`config.mk`:
```
export PLATFORM = sky130hd
export DESIGN_NAME = imdc_top
export DESIGN_NICKNAME = d
export VERILOG_FILES = /design/src/verilog/imdc_pkg.sv /design/src/verilog/imdc_top.sv
export VERILOG_INCLUDE_DIRS = /design/src /design/src/verilog
export SDC_FILE = /design/constraint.sdc
export NUM_CORES = 2
export LEC_CHECK = 0
export ABC_AREA = 1
export BUFFER_PORTS_ARGS = -buffer_cell sky130_fd_sc_hd__buf_2
export CAP_MARGIN = 0
export CORE_ASPECT_RATIO = 2
export CORE_MARGIN = 5
export CORE_UTILIZATION = 33
export CTS_CLUSTER_DIAMETER = 200
export DETAILED_ROUTE_END_ITERATION = 16
export PLACE_DENSITY_LB_ADDON = 0.05
export SLEW_MARGIN = 20
export SYNTH_ARGS = -nofsm -noshare
export SYNTH_HDL_FRONTEND = slang
export SYNTH_SLANG_ARGS = --single-unit
```
`constraint.sdc`:
```
create_clock -name clk_i -period 7 [get_ports clk_i]
set_input_delay 0.35 -clock clk_i [delete_from_list [all_inputs] [get_ports clk_i]]
set_output_delay 0.35 -clock clk_i [all_outputs]
set_load 0.05 [all_outputs]
```
`src/verilog/imdc_map.svh`:
```
/*
 Constants of the indicator menu and display controller: offsets, resets, timing counts.
 Assumes a 40 MHz system clock and a single synchronous reset.
*/
// Functional notes
// - Menu entry needs back key held 2 s
// - Power-up shows identity, then display mode
// - Dashes until first valid value update
// - Above range shows above-range message
// - Below range shows below-range message
// - Range -999..9999 or -99999..999999
// - Configuration never halts display or link
// - Responder blinks after silence, stops on write
// - Poller blinks without answer, stops on read
// - Poller reads slave every poll interval
// - Master writes value registers, device shows
// - Poller fetches value and decimal point
// - Role submenu shown only for active role (code: item 1 opens it in either role)
// - Nonzero passcode asked, other digits dashed
// - Match shows first item, else error
// - Enter opens submenu or starts edit
// - Back key climbs one level or exits
// - One minute idle exits unless editing
// - Up/down change digit, enter advances position
// - Long enter confirms; enter stores, back cancels
// - Ramp up accelerates, down slows it
// - Ramp down accelerates, up slows it
// - List steps options, enter twice stores
// - Silence timeout 0..99 s, zero disables (code: only register-port writes are clamped to 99; menu store to tmo_q is not)
// - Poller timeout lengthened by poll interval
`ifndef IMDC_MAP_SVH
`define IMDC_MAP_SVH
`define IMDC_CLK_HZ 40000000
`define IMDC_TICK_MS 1
`define IMDC_TICK_CYC ((`IMDC_CLK_HZ / 1000) * `IMDC_TICK_MS)
`define IMDC_DEBOUNCE_MS 20
`define IMDC_LONG_MS 2000
`define IMDC_IDLE_MS 60000
`define IMDC_BLINK_MS 250
`define IMDC_ID_MS 1500
`define IMDC_MAX_TMO_S 99
`define IMDC_RAMP_FAST_MS 400
`define IMDC_RAMP_MIN_MS 20
`define IMDC_RAMP_SLOW_MS 200
`define IMDC_RAMP_STEP_MS 40
`define IMDC_OFF_VALUE 4'h0
`define IMDC_OFF_CONFIG 4'h1
`define IMDC_OFF_TIMEOUT 4'h2
`define IMDC_OFF_POLL 4'h3
`define IMDC_OFF_PASS 4'h4
`define IMDC_OFF_STATUS 4'h5
`define IMDC_OFF_EDITVAL 4'h6
`define IMDC_OFF_PARAM 4'h7
`define IMDC_CFG_POLLER_BIT 0
`define IMDC_CFG_RAMP_BIT 1
`define IMDC_CFG_SIX_BIT 2
`define IMDC_CFG_RESET 32'h0000_0000
`define IMDC_TMO_RESET 32'h0000_0005
`define IMDC_POLL_RESET 32'h0000_0001
`define IMDC_PASS_RESET 32'h0000_0000
`define IMDC_MAX4 32'h0000_270F
`define IMDC_MIN4 32'hFFFF_FC19
`define IMDC_MAX6 32'h000F_423F
`define IMDC_MIN6 32'hFFFE_7961
`endif

```
`src/verilog/imdc_pkg.sv`:
```
/*
 Types of the indicator menu and display controller.
 Assumes the constants header alongside.
*/
package imdc_pkg;
    typedef enum logic [7:0] {
        IMDC_ID     = 8'b0000_0001,
        IMDC_SHOW   = 8'b0000_0010,
        IMDC_PASS   = 8'b0000_0100,
        IMDC_ERR    = 8'b0000_1000,
        IMDC_NAV    = 8'b0001_0000,
        IMDC_EDIT   = 8'b0010_0000,
        IMDC_CONF   = 8'b0100_0000,
        IMDC_RSV    = 8'b1000_0000
    } imdc_state_t;
    typedef enum logic [2:0] {
        IMDC_MSG_VALUE = 3'h0,
        IMDC_MSG_DASH  = 3'h1,
        IMDC_MSG_HIGH  = 3'h2,
        IMDC_MSG_LOW   = 3'h3,
        IMDC_MSG_ID    = 3'h4,
        IMDC_MSG_ERR   = 3'h5,
        IMDC_MSG_SET   = 3'h6,
        IMDC_MSG_MENU  = 3'h7
    } imdc_msg_t;
endpackage : imdc_pkg

```
`src/verilog/imdc_top.sv`:
```
/*
 Indicator display control and front-panel menu, with a plain register port.
 Assumes synchronous key inputs and a link engine giving write, request and answer pulses.
*/
`timescale 1ns/1ps
`include "imdc_map.svh"
module imdc_top
    import imdc_pkg::*;
#(
    parameter int TICK_CYC = `IMDC_TICK_CYC,
    parameter int IDLE_MS = `IMDC_IDLE_MS,
    parameter int LONG_MS = `IMDC_LONG_MS,
    parameter int ID_MS = `IMDC_ID_MS,
    parameter int DEB_MS = `IMDC_DEBOUNCE_MS,
    parameter int MENU_ITEMS = 4
) (
    input wire logic clk_i,
    input wire logic srst_i,
    input wire logic ce_i,
    input wire logic key_back_i,
    input wire logic key_enter_i,
    input wire logic key_up_i,
    input wire logic key_down_i,
    input wire logic link_write_i,
    input wire logic [31:0] link_value_i,
    input wire logic [3:0] link_point_i,
    input wire logic link_req_sent_i,
    input wire logic link_answer_i,
    input wire logic [3:0] addr_i,
    input wire logic [31:0] wdata_i,
    input wire logic wr_i,
    input wire logic rd_i,
    output logic [31:0] rdata_o,
    output logic [2:0] msg_o,
    output logic [31:0] value_o,
    output logic [3:0] point_o,
    output logic visible_o,
    output logic poll_start_o,
    output logic store_o,
    output logic [31:0] store_value_o,
    output logic [7:0] state_o
);
    // ==========================================================
    // Registers and bus decode
    logic [31:0] cfg_q, tmo_q, poll_q, pass_q, value_q, edit_q;
    logic [3:0] point_q;
    logic [1:0] item_q;
    logic valid_q, blink_q, vis_q, sub_q;
    imdc_state_t state_q;
    wire poller = cfg_q[`IMDC_CFG_POLLER_BIT];
    wire ramp_mode = cfg_q[`IMDC_CFG_RAMP_BIT];
    wire six = cfg_q[`IMDC_CFG_SIX_BIT];
    wire sel_value = addr_i == `IMDC_OFF_VALUE;
    wire sel_cfg = addr_i == `IMDC_OFF_CONFIG;
    wire sel_tmo = addr_i == `IMDC_OFF_TIMEOUT;
    wire sel_poll = addr_i == `IMDC_OFF_POLL;
    wire sel_pass = addr_i == `IMDC_OFF_PASS;
    wire [31:0] status_w = {8'h00, 8'h00, state_q, 5'h00, blink_q, valid_q, poller};
    wire [31:0] rd_mux = sel_value ? value_q :
                         sel_cfg ? cfg_q :
                         sel_tmo ? tmo_q :
                         sel_poll ? poll_q :
                         sel_pass ? pass_q :
                         (addr_i == `IMDC_OFF_STATUS) ? status_w :
                         (addr_i == `IMDC_OFF_EDITVAL) ? edit_q :
                         (addr_i == `IMDC_OFF_PARAM) ? {30'h0, item_q} : 32'h0000_0000;
    // Value write from bus or link, never blocked by menu state
    wire bus_val_wr = wr_i && sel_value && !poller;
    wire link_upd = link_write_i && !poller;
    wire poll_upd = link_answer_i && poller;
    wire any_upd = bus_val_wr || link_upd || poll_upd;
    // ==========================================================
    // Millisecond tick and blink
    logic [15:0] tick_cnt_q;
    logic tick_q;
    logic [7:0] blink_cnt_q;
    logic blink_ph_q;
    wire tick_end = tick_cnt_q == 16'(TICK_CYC - 1);
    always_ff @(posedge clk_i) begin
        if (srst_i) begin
            tick_cnt_q <= 16'h0000;
            tick_q <= 1'b0;
            blink_cnt_q <= 8'h00;
            blink_ph_q <= 1'b0;
        end else if (ce_i) begin
            tick_cnt_q <= tick_end ? 16'h0000 : tick_cnt_q + 16'h0001;
            tick_q <= tick_end;
            if (tick_q) begin
                blink_cnt_q <= (blink_cnt_q == 8'(`IMDC_BLINK_MS - 1)) ? 8'h00 :
                               blink_cnt_q + 8'h01;
                if (blink_cnt_q == 8'(`IMDC_BLINK_MS - 1)) begin
                    blink_ph_q <= !blink_ph_q;
                end
            end
        end
    end
    // ==========================================================
    // Key debounce and press timing
    logic [3:0] key_q, key_raw_q;
    logic [4:0] deb_q [4];
    wire [3:0] key_in = {key_down_i, key_up_i, key_enter_i, key_back_i};
    logic [3:0] key_prev_q;
    logic [15:0] hold_q [4];
    logic [3:0] long_done_q;
    genvar k;
    generate
        for (k = 0; k < 4; k++) begin : g_key
            always_ff @(posedge clk_i) begin
                if (srst_i) begin
                    key_raw_q[k] <= 1'b0;
                    deb_q[k] <= 5'h00;
                    key_q[k] <= 1'b0;
                    hold_q[k] <= 16'h0000;
                end else if (ce_i) begin
                    key_raw_q[k] <= key_in[k];
                    if (key_raw_q[k] == key_q[k]) begin
                        deb_q[k] <= 5'h00;
                    end else if (tick_q) begin
                        deb_q[k] <= deb_q[k] + 5'h01;
                        if (deb_q[k] == 5'(DEB_MS - 1)) begin
                            key_q[k] <= key_raw_q[k];
                        end
                    end
                    if (!key_q[k]) begin
                        hold_q[k] <= 16'h0000;
                    end else if (tick_q && hold_q[k] != 16'hFFFF) begin
                        hold_q[k] <= hold_q[k] + 16'h0001;
                    end
                end
            end
        end
    endgenerate
    wire [3:0] rise = key_q & ~key_prev_q;
    wire [3:0] fall = ~key_q & key_prev_q;
    wire long_back = key_q[0] && hold_q[0] == 16'(LONG_MS) && !long_done_q[0];
    wire long_enter = key_q[1] && hold_q[1] == 16'(LONG_MS) && !long_done_q[1];
    wire short_enter = fall[1] && !long_done_q[1];
    wire short_back = fall[0] && !long_done_q[0];
    wire any_key = |rise;
    // ==========================================================
    // Ramp rate for slide editing
    logic [15:0] ramp_per_q, ramp_cnt_q;
    wire up_only = key_q[2] && !key_q[3];
    wire dn_only = key_q[3] && !key_q[2];
    wire both = key_q[2] && key_q[3];
    wire ramp_step = tick_q && (key_q[2] || key_q[3]) && ramp_cnt_q >= ramp_per_q;
    wire [15:0] per_fast = (ramp_per_q > 16'(`IMDC_RAMP_MIN_MS + `IMDC_RAMP_STEP_MS)) ?
                           ramp_per_q - 16'(`IMDC_RAMP_STEP_MS) : 16'(`IMDC_RAMP_MIN_MS);
    wire ramp_dir_up = key_q[2] && (!key_q[3] || hold_q[2] > hold_q[3]);
    // ==========================================================
    // Silence timeout and poll timer
    logic [31:0] sil_q, poll_cnt_q;
    wire [31:0] tmo_ms = tmo_q * 32'd1000 + (poller ? poll_q * 32'd1000 : 32'h0);
    wire tmo_on = tmo_q != 32'h0;
    wire poll_due = poller && tick_q && poll_cnt_q + 32'h1 >= poll_q * 32'd1000;
    wire sil_restart = poller ? link_req_sent_i && !blink_q && sil_q == 32'h0 : any_upd;
    // ==========================================================
    // Menu state machine
    logic [15:0] idle_q, id_q;
    logic [2:0] pos_q;
    logic [31:0] edit_d;
    wire [3:0] pass_dig = 4'(edit_q >> {pos_q, 2'b00});
    wire max_item = item_q == 2'(MENU_ITEMS - 1);
    // Item 1 is the role submenu; item 2 is the role list, item 3 a numeric
    wire item_is_sub = item_q == 2'h1;
    wire item_is_list = item_q == 2'h2;
    always_comb begin
        edit_d = edit_q;
        if (ramp_mode) begin
            if (ramp_step) begin
                edit_d = ramp_dir_up ? edit_q + 32'h1 : edit_q - 32'h1;
            end
        end else if (rise[2]) begin
            edit_d = edit_q + (32'h1 << {pos_q, 2'b00});
        end else if (rise[3]) begin
            edit_d = edit_q - (32'h1 << {pos_q, 2'b00});
        end
    end
    always_ff @(posedge clk_i) begin
        if (srst_i) begin
            state_q <= IMDC_ID;
            cfg_q <= `IMDC_CFG_RESET;
            tmo_q <= `IMDC_TMO_RESET;
            poll_q <= `IMDC_POLL_RESET;
            pass_q <= `IMDC_PASS_RESET;
            value_q <= 32'h0;
            point_q <= 4'h0;
            valid_q <= 1'b0;
            blink_q <= 1'b0;
            sil_q <= 32'h0;
            poll_cnt_q <= 32'h0;
            idle_q <= 16'h0;
            id_q <= 16'h0;
            item_q <= 2'h0;
            sub_q <= 1'b0;
            pos_q <= 3'h0;
            edit_q <= 32'h0;
            key_prev_q <= 4'h0;
            long_done_q <= 4'h0;
            ramp_per_q <= 16'(`IMDC_RAMP_FAST_MS);
            ramp_cnt_q <= 16'h0;
            store_o <= 1'b0;
            store_value_o <= 32'h0;
            poll_start_o <= 1'b0;
        end else if (ce_i) begin
            key_prev_q <= key_q;
            long_done_q <= key_q & (long_done_q | {2'b00, long_enter, long_back});
            store_o <= 1'b0;
            poll_start_o <= poll_due;
            if (wr_i && sel_cfg) cfg_q <= wdata_i;
            if (wr_i && sel_tmo) tmo_q <= (wdata_i > 32'(`IMDC_MAX_TMO_S)) ?
                                         32'(`IMDC_MAX_TMO_S) : wdata_i;
            if (wr_i && sel_poll) poll_q <= wdata_i;
            if (wr_i && sel_pass) pass_q <= wdata_i;
            if (bus_val_wr) value_q <= wdata_i;
            if (link_upd || poll_upd) begin
                value_q <= link_value_i;
                point_q <= link_point_i;
            end
            if (any_upd) valid_q <= 1'b1;
            poll_cnt_q <= !poller ? 32'h0 : poll_due ? 32'h0 :
                          tick_q ? poll_cnt_q + 32'h1 : poll_cnt_q;
            // Update wins over timeout in the same cycle
            if (any_upd) begin
                blink_q <= 1'b0;
                sil_q <= 32'h0;
            end else if (sil_restart) begin
                sil_q <= 32'h1;
            end else if (tick_q && tmo_on && (poller ? sil_q != 32'h0 : valid_q)) begin
                sil_q <= sil_q + 32'h1;
                if (sil_q >= tmo_ms) blink_q <= 1'b1;
            end
            if (!tmo_on) blink_q <= 1'b0;
            ramp_cnt_q <= ramp_step ? 16'h0 : tick_q ? ramp_cnt_q + 16'h1 : ramp_cnt_q;
            if (!(key_q[2] || key_q[3])) ramp_per_q <= 16'(`IMDC_RAMP_FAST_MS);
            else if (both) ramp_per_q <= 16'(`IMDC_RAMP_SLOW_MS);
            else if ((rise[2] && key_q[3]) || (rise[3] && key_q[2]))
                ramp_per_q <= 16'(`IMDC_RAMP_SLOW_MS);
            else if (ramp_step && (up_only || dn_only)) ramp_per_q <= per_fast;
            idle_q <= any_key ? 16'h0 : (tick_q && idle_q != 16'hFFFF) ?
                      idle_q + 16'h1 : idle_q;
            case (state_q)
                IMDC_ID: begin
                    if (tick_q) id_q <= id_q + 16'h1;
                    if (id_q == 16'(ID_MS)) state_q <= IMDC_SHOW;
                end
                IMDC_SHOW: begin
                    item_q <= 2'h0;
                    sub_q <= 1'b0;
                    pos_q <= 3'h0;
                    edit_q <= 32'h0;
                    if (long_back) state_q <= (pass_q != 32'h0) ? IMDC_PASS : IMDC_NAV;
                end
                IMDC_PASS: begin
                    edit_q <= edit_d;
                    if (short_back) state_q <= IMDC_SHOW;
                    else if (short_enter) begin
                        pos_q <= pos_q + 3'h1;
                        if (pos_q == 3'h3) begin
                            state_q <= (edit_q[15:0] == pass_q[15:0]) ? IMDC_NAV : IMDC_ERR;
                        end
                    end
                end
                IMDC_ERR: begin
                    if (any_key) state_q <= IMDC_SHOW;
                end
                IMDC_NAV: begin
                    if (rise[2]) item_q <= max_item ? 2'h0 : item_q + 2'h1;
                    else if (rise[3]) item_q <= (item_q == 2'h0) ? 2'(MENU_ITEMS - 1) :
                                                item_q - 2'h1;
                    if (idle_q == 16'(IDLE_MS)) state_q <= IMDC_SHOW;
                    else if (short_back) begin
                        if (sub_q) sub_q <= 1'b0;
                        else state_q <= IMDC_SHOW;
                    end else if (short_enter) begin
                        if (item_is_sub && !sub_q) begin
                            sub_q <= 1'b1;
                            item_q <= 2'h0;
                        end else begin
                            state_q <= IMDC_EDIT;
                            pos_q <= 3'h0;
                            edit_q <= item_is_list ? {31'h0, poller} : tmo_q;
                        end
                    end
                end
                IMDC_EDIT: begin
                    if (item_is_list && !sub_q) begin
                        if (rise[2] || rise[3]) edit_q <= {31'h0, !edit_q[0]};
                        if (short_enter) state_q <= IMDC_CONF;
                    end else begin
                        edit_q <= edit_d;
                        if (short_enter) pos_q <= (pos_q == 3'h3) ? 3'h0 : pos_q + 3'h1;
                        if (long_enter) state_q <= IMDC_CONF;
                    end
                    if (short_back) state_q <= IMDC_NAV;
                end
                IMDC_CONF: begin
                    if (short_enter) begin
                        store_o <= 1'b1;
                        store_value_o <= edit_q;
                        if (item_is_list && !sub_q) cfg_q[`IMDC_CFG_POLLER_BIT] <= edit_q[0];
                        else tmo_q <= edit_q;
                        state_q <= IMDC_NAV;
                    end else if (short_back) state_q <= IMDC_NAV;
                end
                default: state_q <= IMDC_SHOW;
            endcase
        end
    end
    // ==========================================================
    // Display selection
    wire signed [31:0] sval = value_q;
    wire above = six ? sval > $signed(`IMDC_MAX6) : sval > $signed(`IMDC_MAX4);
    wire below = six ? sval < $signed(`IMDC_MIN6) : sval < $signed(`IMDC_MIN4);
    wire [2:0] show_msg = !valid_q ? IMDC_MSG_DASH : above ? IMDC_MSG_HIGH :
                          below ? IMDC_MSG_LOW : IMDC_MSG_VALUE;
    wire [2:0] msg_d = (state_q == IMDC_ID) ? IMDC_MSG_ID :
                       (state_q == IMDC_SHOW) ? show_msg :
                       (state_q == IMDC_ERR) ? IMDC_MSG_ERR :
                       (state_q == IMDC_CONF) ? IMDC_MSG_SET :
                       (state_q == IMDC_NAV) ? IMDC_MSG_MENU : IMDC_MSG_VALUE;
    // Passcode shows only the edited digit; other nibbles read as dash code
    wire [31:0] dash_val = {16'hFFFF, pos_q == 3'h3 ? pass_dig : 4'hF,
                            pos_q == 3'h2 ? pass_dig : 4'hF,
                            pos_q == 3'h1 ? pass_dig : 4'hF,
                            pos_q == 3'h0 ? pass_dig : 4'hF};
    wire [31:0] val_d = (state_q == IMDC_PASS) ? dash_val :
                        (state_q == IMDC_EDIT) ? edit_q :
                        (state_q == IMDC_NAV) ? {29'h0, sub_q, item_q} : value_q;
    wire vis_d = !(state_q == IMDC_SHOW && blink_q && valid_q && blink_ph_q);
    always_ff @(posedge clk_i) begin
        if (srst_i) begin
            rdata_o <= 32'h0;
            msg_o <= IMDC_MSG_ID;
            value_o <= 32'h0;
            point_o <= 4'h0;
            visible_o <= 1'b1;
            state_o <= IMDC_ID;
        end else if (ce_i) begin
            rdata_o <= rd_i ? rd_mux : 32'h0;
            msg_o <= msg_d;
            value_o <= val_d;
            point_o <= point_q;
            visible_o <= vis_d;
            state_o <= state_q;
        end
    end
    // ==========================================================
    // Assertions
    menu_entry_a: assert property (@(posedge clk_i) disable iff (srst_i)
        (state_q == IMDC_SHOW && ce_i && !long_back) |=> state_q != IMDC_NAV && state_q != IMDC_PASS)
        else $error("menu entered without long back press");
    dash_first_a: assert property (@(posedge clk_i) disable iff (srst_i)
        (state_q == IMDC_SHOW && !valid_q) |-> msg_d == IMDC_MSG_DASH)
        else $error("value shown before first update");
    above_msg_a: assert property (@(posedge clk_i) disable iff (srst_i)
        (state_q == IMDC_SHOW && valid_q && above) |-> msg_d == IMDC_MSG_HIGH)
        else $error("above range not flagged");
    below_msg_a: assert property (@(posedge clk_i) disable iff (srst_i)
        (state_q == IMDC_SHOW && valid_q && below) |-> msg_d == IMDC_MSG_LOW)
        else $error("below range not flagged");
    blink_stop_a: assert property (@(posedge clk_i) disable iff (srst_i)
        (ce_i && any_upd) |=> !blink_q)
        else $error("blink not stopped by update");
    tmo_off_a: assert property (@(posedge clk_i) disable iff (srst_i)
        (ce_i && !tmo_on) |=> !blink_q)
        else $error("blink with timeout disabled");
    idle_exit_a: assert property (@(posedge clk_i) disable iff (srst_i)
        (ce_i && state_q == IMDC_NAV && idle_q == 16'(IDLE_MS)) |=> state_q == IMDC_SHOW)
        else $error("idle exit missed");
    store_conf_a: assert property (@(posedge clk_i) disable iff (srst_i)
        (store_o && $past(ce_i)) |-> $past(state_q) == IMDC_CONF)
        else $error("store outside confirm");
    pass_chk_a: assert property (@(posedge clk_i) disable iff (srst_i)
        (ce_i && state_q == IMDC_PASS && short_enter && pos_q == 3'h3 && !short_back &&
         edit_q[15:0] != pass_q[15:0]) |=> state_q == IMDC_ERR)
        else $error("wrong passcode accepted");
    cv_menu_c: cover property (@(posedge clk_i) state_q == IMDC_NAV);
    cv_store_c: cover property (@(posedge clk_i) store_o);
    cv_blink_c: cover property (@(posedge clk_i) blink_q);
endmodule : imdc_top

```
==> reports/results.txt <==
Syn Area/Cell: 7.19 sq um
Final number of setup-violating endpoints: 0
Reg power frac: 40.1%
Cell family with most CP delay: adder cells
Vias in the first global route: 45600
Grt total ovfl: 0
Via count: 45200
Final Critical Period: 6960 ps
Crit end category: flop
Int Pwr: 5.93 mW
Min-Delay Endpoint: sval[16]$_SDFFE_PP0P_
Slew HR: 20.7%
Worst-path clk slew: 70 ps
Worst r2r dst: blink_q$_SDFFE_PP0P_
Root Buffer: clkbuf_16
1st-pass router iterations: 6
R2R setup slack: 40 ps
Critical Path Fanout Max: 7
Maximum buffer depth of the clock tree: 3
Worst r2r src: tmo_q[9]$_SDFFE_PP0P_
Via density: 5.36
CTS tree: built
Core Region: 0.134 sq mm
Hold Crit Class: input port to flop
Total GRT Usage: 28.3%
Post-synth EDFFs: 84
Peak supply drop: 285 uV
Clock power share: 39.3%
Fin. Hold Viols: 0
Share of cells above drive strength 1: 11.7%
Hold path startpoint: wdata_i[16]
Largest net degree at the start of global routing: 171
Final slew viol count: 0
Yosys warns: 0
Final total power: 8.95 mW
Cell row count: 190
Post-route insts no fill: 8419
First-pass GRT wire length: 302000 um
Synth cell types: 72
H-tree depth: 2
Antenna violations before repair: 6
Die Span Y: 530 um
CTS Sinks: 574
Final ANT Viol Nets: 0
First-iteration detailed-routing DRC count: 2758
Slew @ Worst Pin: 1180 ps
Syn Nets: 6790
Reg2Reg Depth: 32
I/O Buffers: 196
PD cells: 171 mW/mm^2
Slowest stage delay, CP: 540 ps
Post-layout net count: 7230
Fin crit share: 99.4%
#FFs+latches synth: 574
Worst-skew pair later-pin latency: 690 ps
Area Growth Syn to Fin: 17.5%
Comb power frac: 20.6%
Startpoint types: flop
Hold path cells: 3
Placed cell count: 8237
Sequential area share after synthesis: 27.7%
Initial core utilization: 33.2%
Status: finished, final reports clean
Detailed placer's ending HPWL: 168000 um
Num CTS Buffers: 61
Gpl congestion: 1.03
Worst Setup SP: tmo_q[9]$_SDFFE_PP0P_
Worst clock skew: 38.8 ps
Die W: 270 um
RSZ-0062 raised after global routing: true
Net switching fraction of the power: 33.8%
Switching power: 3.02 mW
I/O pin count: 198
WP data required: 7540 ps
Top_reg_cell synth: dfxtp_1
Setup CP Type: flop to flop
CP max-delay cell: fa_1
Final WL: 210000 um
Cells after Synth: 6196
Static Leak: 22.7 nW
Synth async-reset ratio: 0%
Synthesized cell area: 0.0445 sq mm
Avg WL per Cell: 25.0 um
Hold Slack: 48.7 ps
DRC: 0
Max Freq: 0.144 GHz
WP buf/inv: 5
Max-cap violation count: 0
WP data arrival: 7500 ps
Die area: 0.143 sq mm
-- power by group through the flow --
stage,combinational (mW),clock [mW],sequential (mW)
6_report,1.85,3.52,3.59
5_1_grt,1.99,3.72,3.59
4_1_cts,1.84,3.63,3.58
3_5_place_dp,1.80,0,3.66
3_3_place_gp,1.79,0,3.66
2_1_floorplan,0.954,0,3.68
-- logic make-up (layout without fill, tap and decap cells) --
kind of cell	after synthesis	in the layout	share of synthesized area (%)
AOI/OAI and AO/OA	1509	1509	19.2
xor gates and xnor gates	196	196	3.85
adders and majority gates	510	510	17.4
buffers and inverters	1133	1622	9.69
DFF	574	574	27.7
other	1	7	0.00842
and+or+nand+nor	2273	2273	22.1
-- cell usage after synthesis (5+ instances only) --
cell type	n	area, sq um
fa_1	184	3680
a221oi_1	25	219
a211oi_1	18	135
o21a_1	14	105
buf_1	15	56.3
inv_1	880	3300
nand3_1	274	1370
o31ai_1	8	60.1
inv_2	16	60.1
o2111ai_1	18	158
nor2_2	7	43.8
dfxtp_1	490	9810
nor3_1	149	746
edfxtp_1	84	2520
a21boi_0	9	67.6
nand2_2	5	31.3
a21o_1	11	82.6
o211ai_1	33	248
o221ai_1	45	394
or2_2	24	150
xor2_1	119	1040
clkinv_1	10	37.5
a21oi_1	594	2970
nand3b_1	6	45.0
a22o_1	5	43.8
nor2_1	488	1830
buf_2	28	140
clkbuf_1	178	668
ha_1	326	4080
nor2_4	5	56.3
and3_1	6	37.5
a31oi_1	51	319
xnor2_1	77	674
a32o_1	32	320
nand2_1	1102	4140
o21ai_1	11	55.1
nor4_1	58	363
o21ai_0	554	2770
o22ai_1	46	288
o21bai_1	15	113
nand4_1	102	638
nor3b_1	21	158
-- routing by layer --
metal | up-vias | wire (um) | GRT usage [%]
met1 | 21700 | 73800 | 28.3
met3 | 547 | 7260 | 2.55
met5 | - | 12 | 0
met2 | 1265 | 111000 | 54.6
li1 | 21700 | - | -
met4 | 2 | 18200 | 19.9
-- area by class of cell --
| cell class | count | area, sq um |
|---|---|---|
| Clock inverter | 23 | 272 |
| Tap cell | 1728 | 2160 |
| Sequential cell | 574 | 12300 |
| Multi-Input combinational cell | 4489 | 28100 |
| Antenna cell | 6 | 15.0 |
| Inverter | 907 | 3410 |
| Clock buffer | 89 | 1810 |
| Timing Repair Buffer | 603 | 4220 |
| Fill cell | 14400 | 81700 |
-- through the flow --
step / area, sq um / TNS (ps) / util [%] / setup WS, ps
after floorplan: 44500 / 0 / - / 273
after global placement: 49500 / -373 / 36.9 / -373
after detailed placement: 49500 / -390 / 36.9 / -390
after CTS: 52300 / 0 / 39.0 / 0.296
after global routing: 52300 / -412 / 39.0 / -412
final: 52400 / 0 / 39.0 / 40.4
-- flip-flops by register name, indices dropped and copies added, names as in the netlist, 16 cells and up --
signal / cells
tick_cnt_q: 16
deb_q: 20
pass_q: 32
hold_q: 64
sil_q: 32
id_q: 16
poll_q: 32
ramp_cnt_q: 16
value_o: 32
edit_q: 32
tmo_q: 32
rdata_o: 32
store_value_o: 32
cfg_q: 32
poll_cnt_q: 32
idle_q: 16
sval: 32
-- tightest hold or removal path: cells and delay by family --
family | cells | cell delay, ps
AO/OA/AOI/OAI | 1 | 80
buffers and inverters | 1 | 170
AND/OR/NAND/NOR | 1 | 80
-- how the worst max path moves through the flow --
stage               slack, ps  cells after the start                    to
floorplan                 270                     34  blink_q$_SDFFE_PP0P_
global placement         -370                     32  blink_q$_SDFFE_PP0P_
detailed placement       -390                     32  blink_q$_SDFFE_PP0P_
CTS                       0.3                     36  blink_q$_SDFFE_PP0P_
global route             -410                     35  blink_q$_SDFFE_PP0P_
finish                     40                     32  blink_q$_SDFFE_PP0P_
-- timing repair --
action                                  CTS  global route
hold buffers                             60             0
pin swaps                                 7             1
buffers inserted                          3             1
hold endpoints to repair                 47             0
endpoints found under the setup margin    1             1
resized for setup                        42             6
-- cells in the final DEF (no fill, tap or decap), types with 14 or more instances in the layout --
| cell | count |
|---|---|
| dlygate4sd3_1 | 60 |
| a32o_1 | 32 |
| nand3_1 | 273 |
| nand4_1 | 102 |
| a21oi_1 | 584 |
| o21ai_1 | 16 |
| buf_4 | 345 |
| ha_1 | 325 |
| o21ai_0 | 547 |
| o2111ai_1 | 18 |
| nor3b_1 | 21 |
| clkbuf_16 | 61 |
| clkbuf_8 | 17 |
| xor2_1 | 118 |
| a31oi_1 | 50 |
| buf_2 | 195 |
| or2_2 | 24 |
| a211oi_1 | 18 |
| a221oi_1 | 25 |
| nor4_1 | 57 |
| dfxtp_1 | 488 |
| nand2_1 | 1096 |
| nor2_1 | 481 |
| edfxtp_1 | 84 |
| fa_1 | 184 |
| nor3_1 | 146 |
| xnor2_1 | 74 |
| o211ai_1 | 33 |
| inv_1 | 870 |
| inv_2 | 23 |
| o22ai_1 | 46 |
| o221ai_1 | 44 |
| o21a_1 | 14 |
No activity file was read; power rests on OpenSTA's default activity.
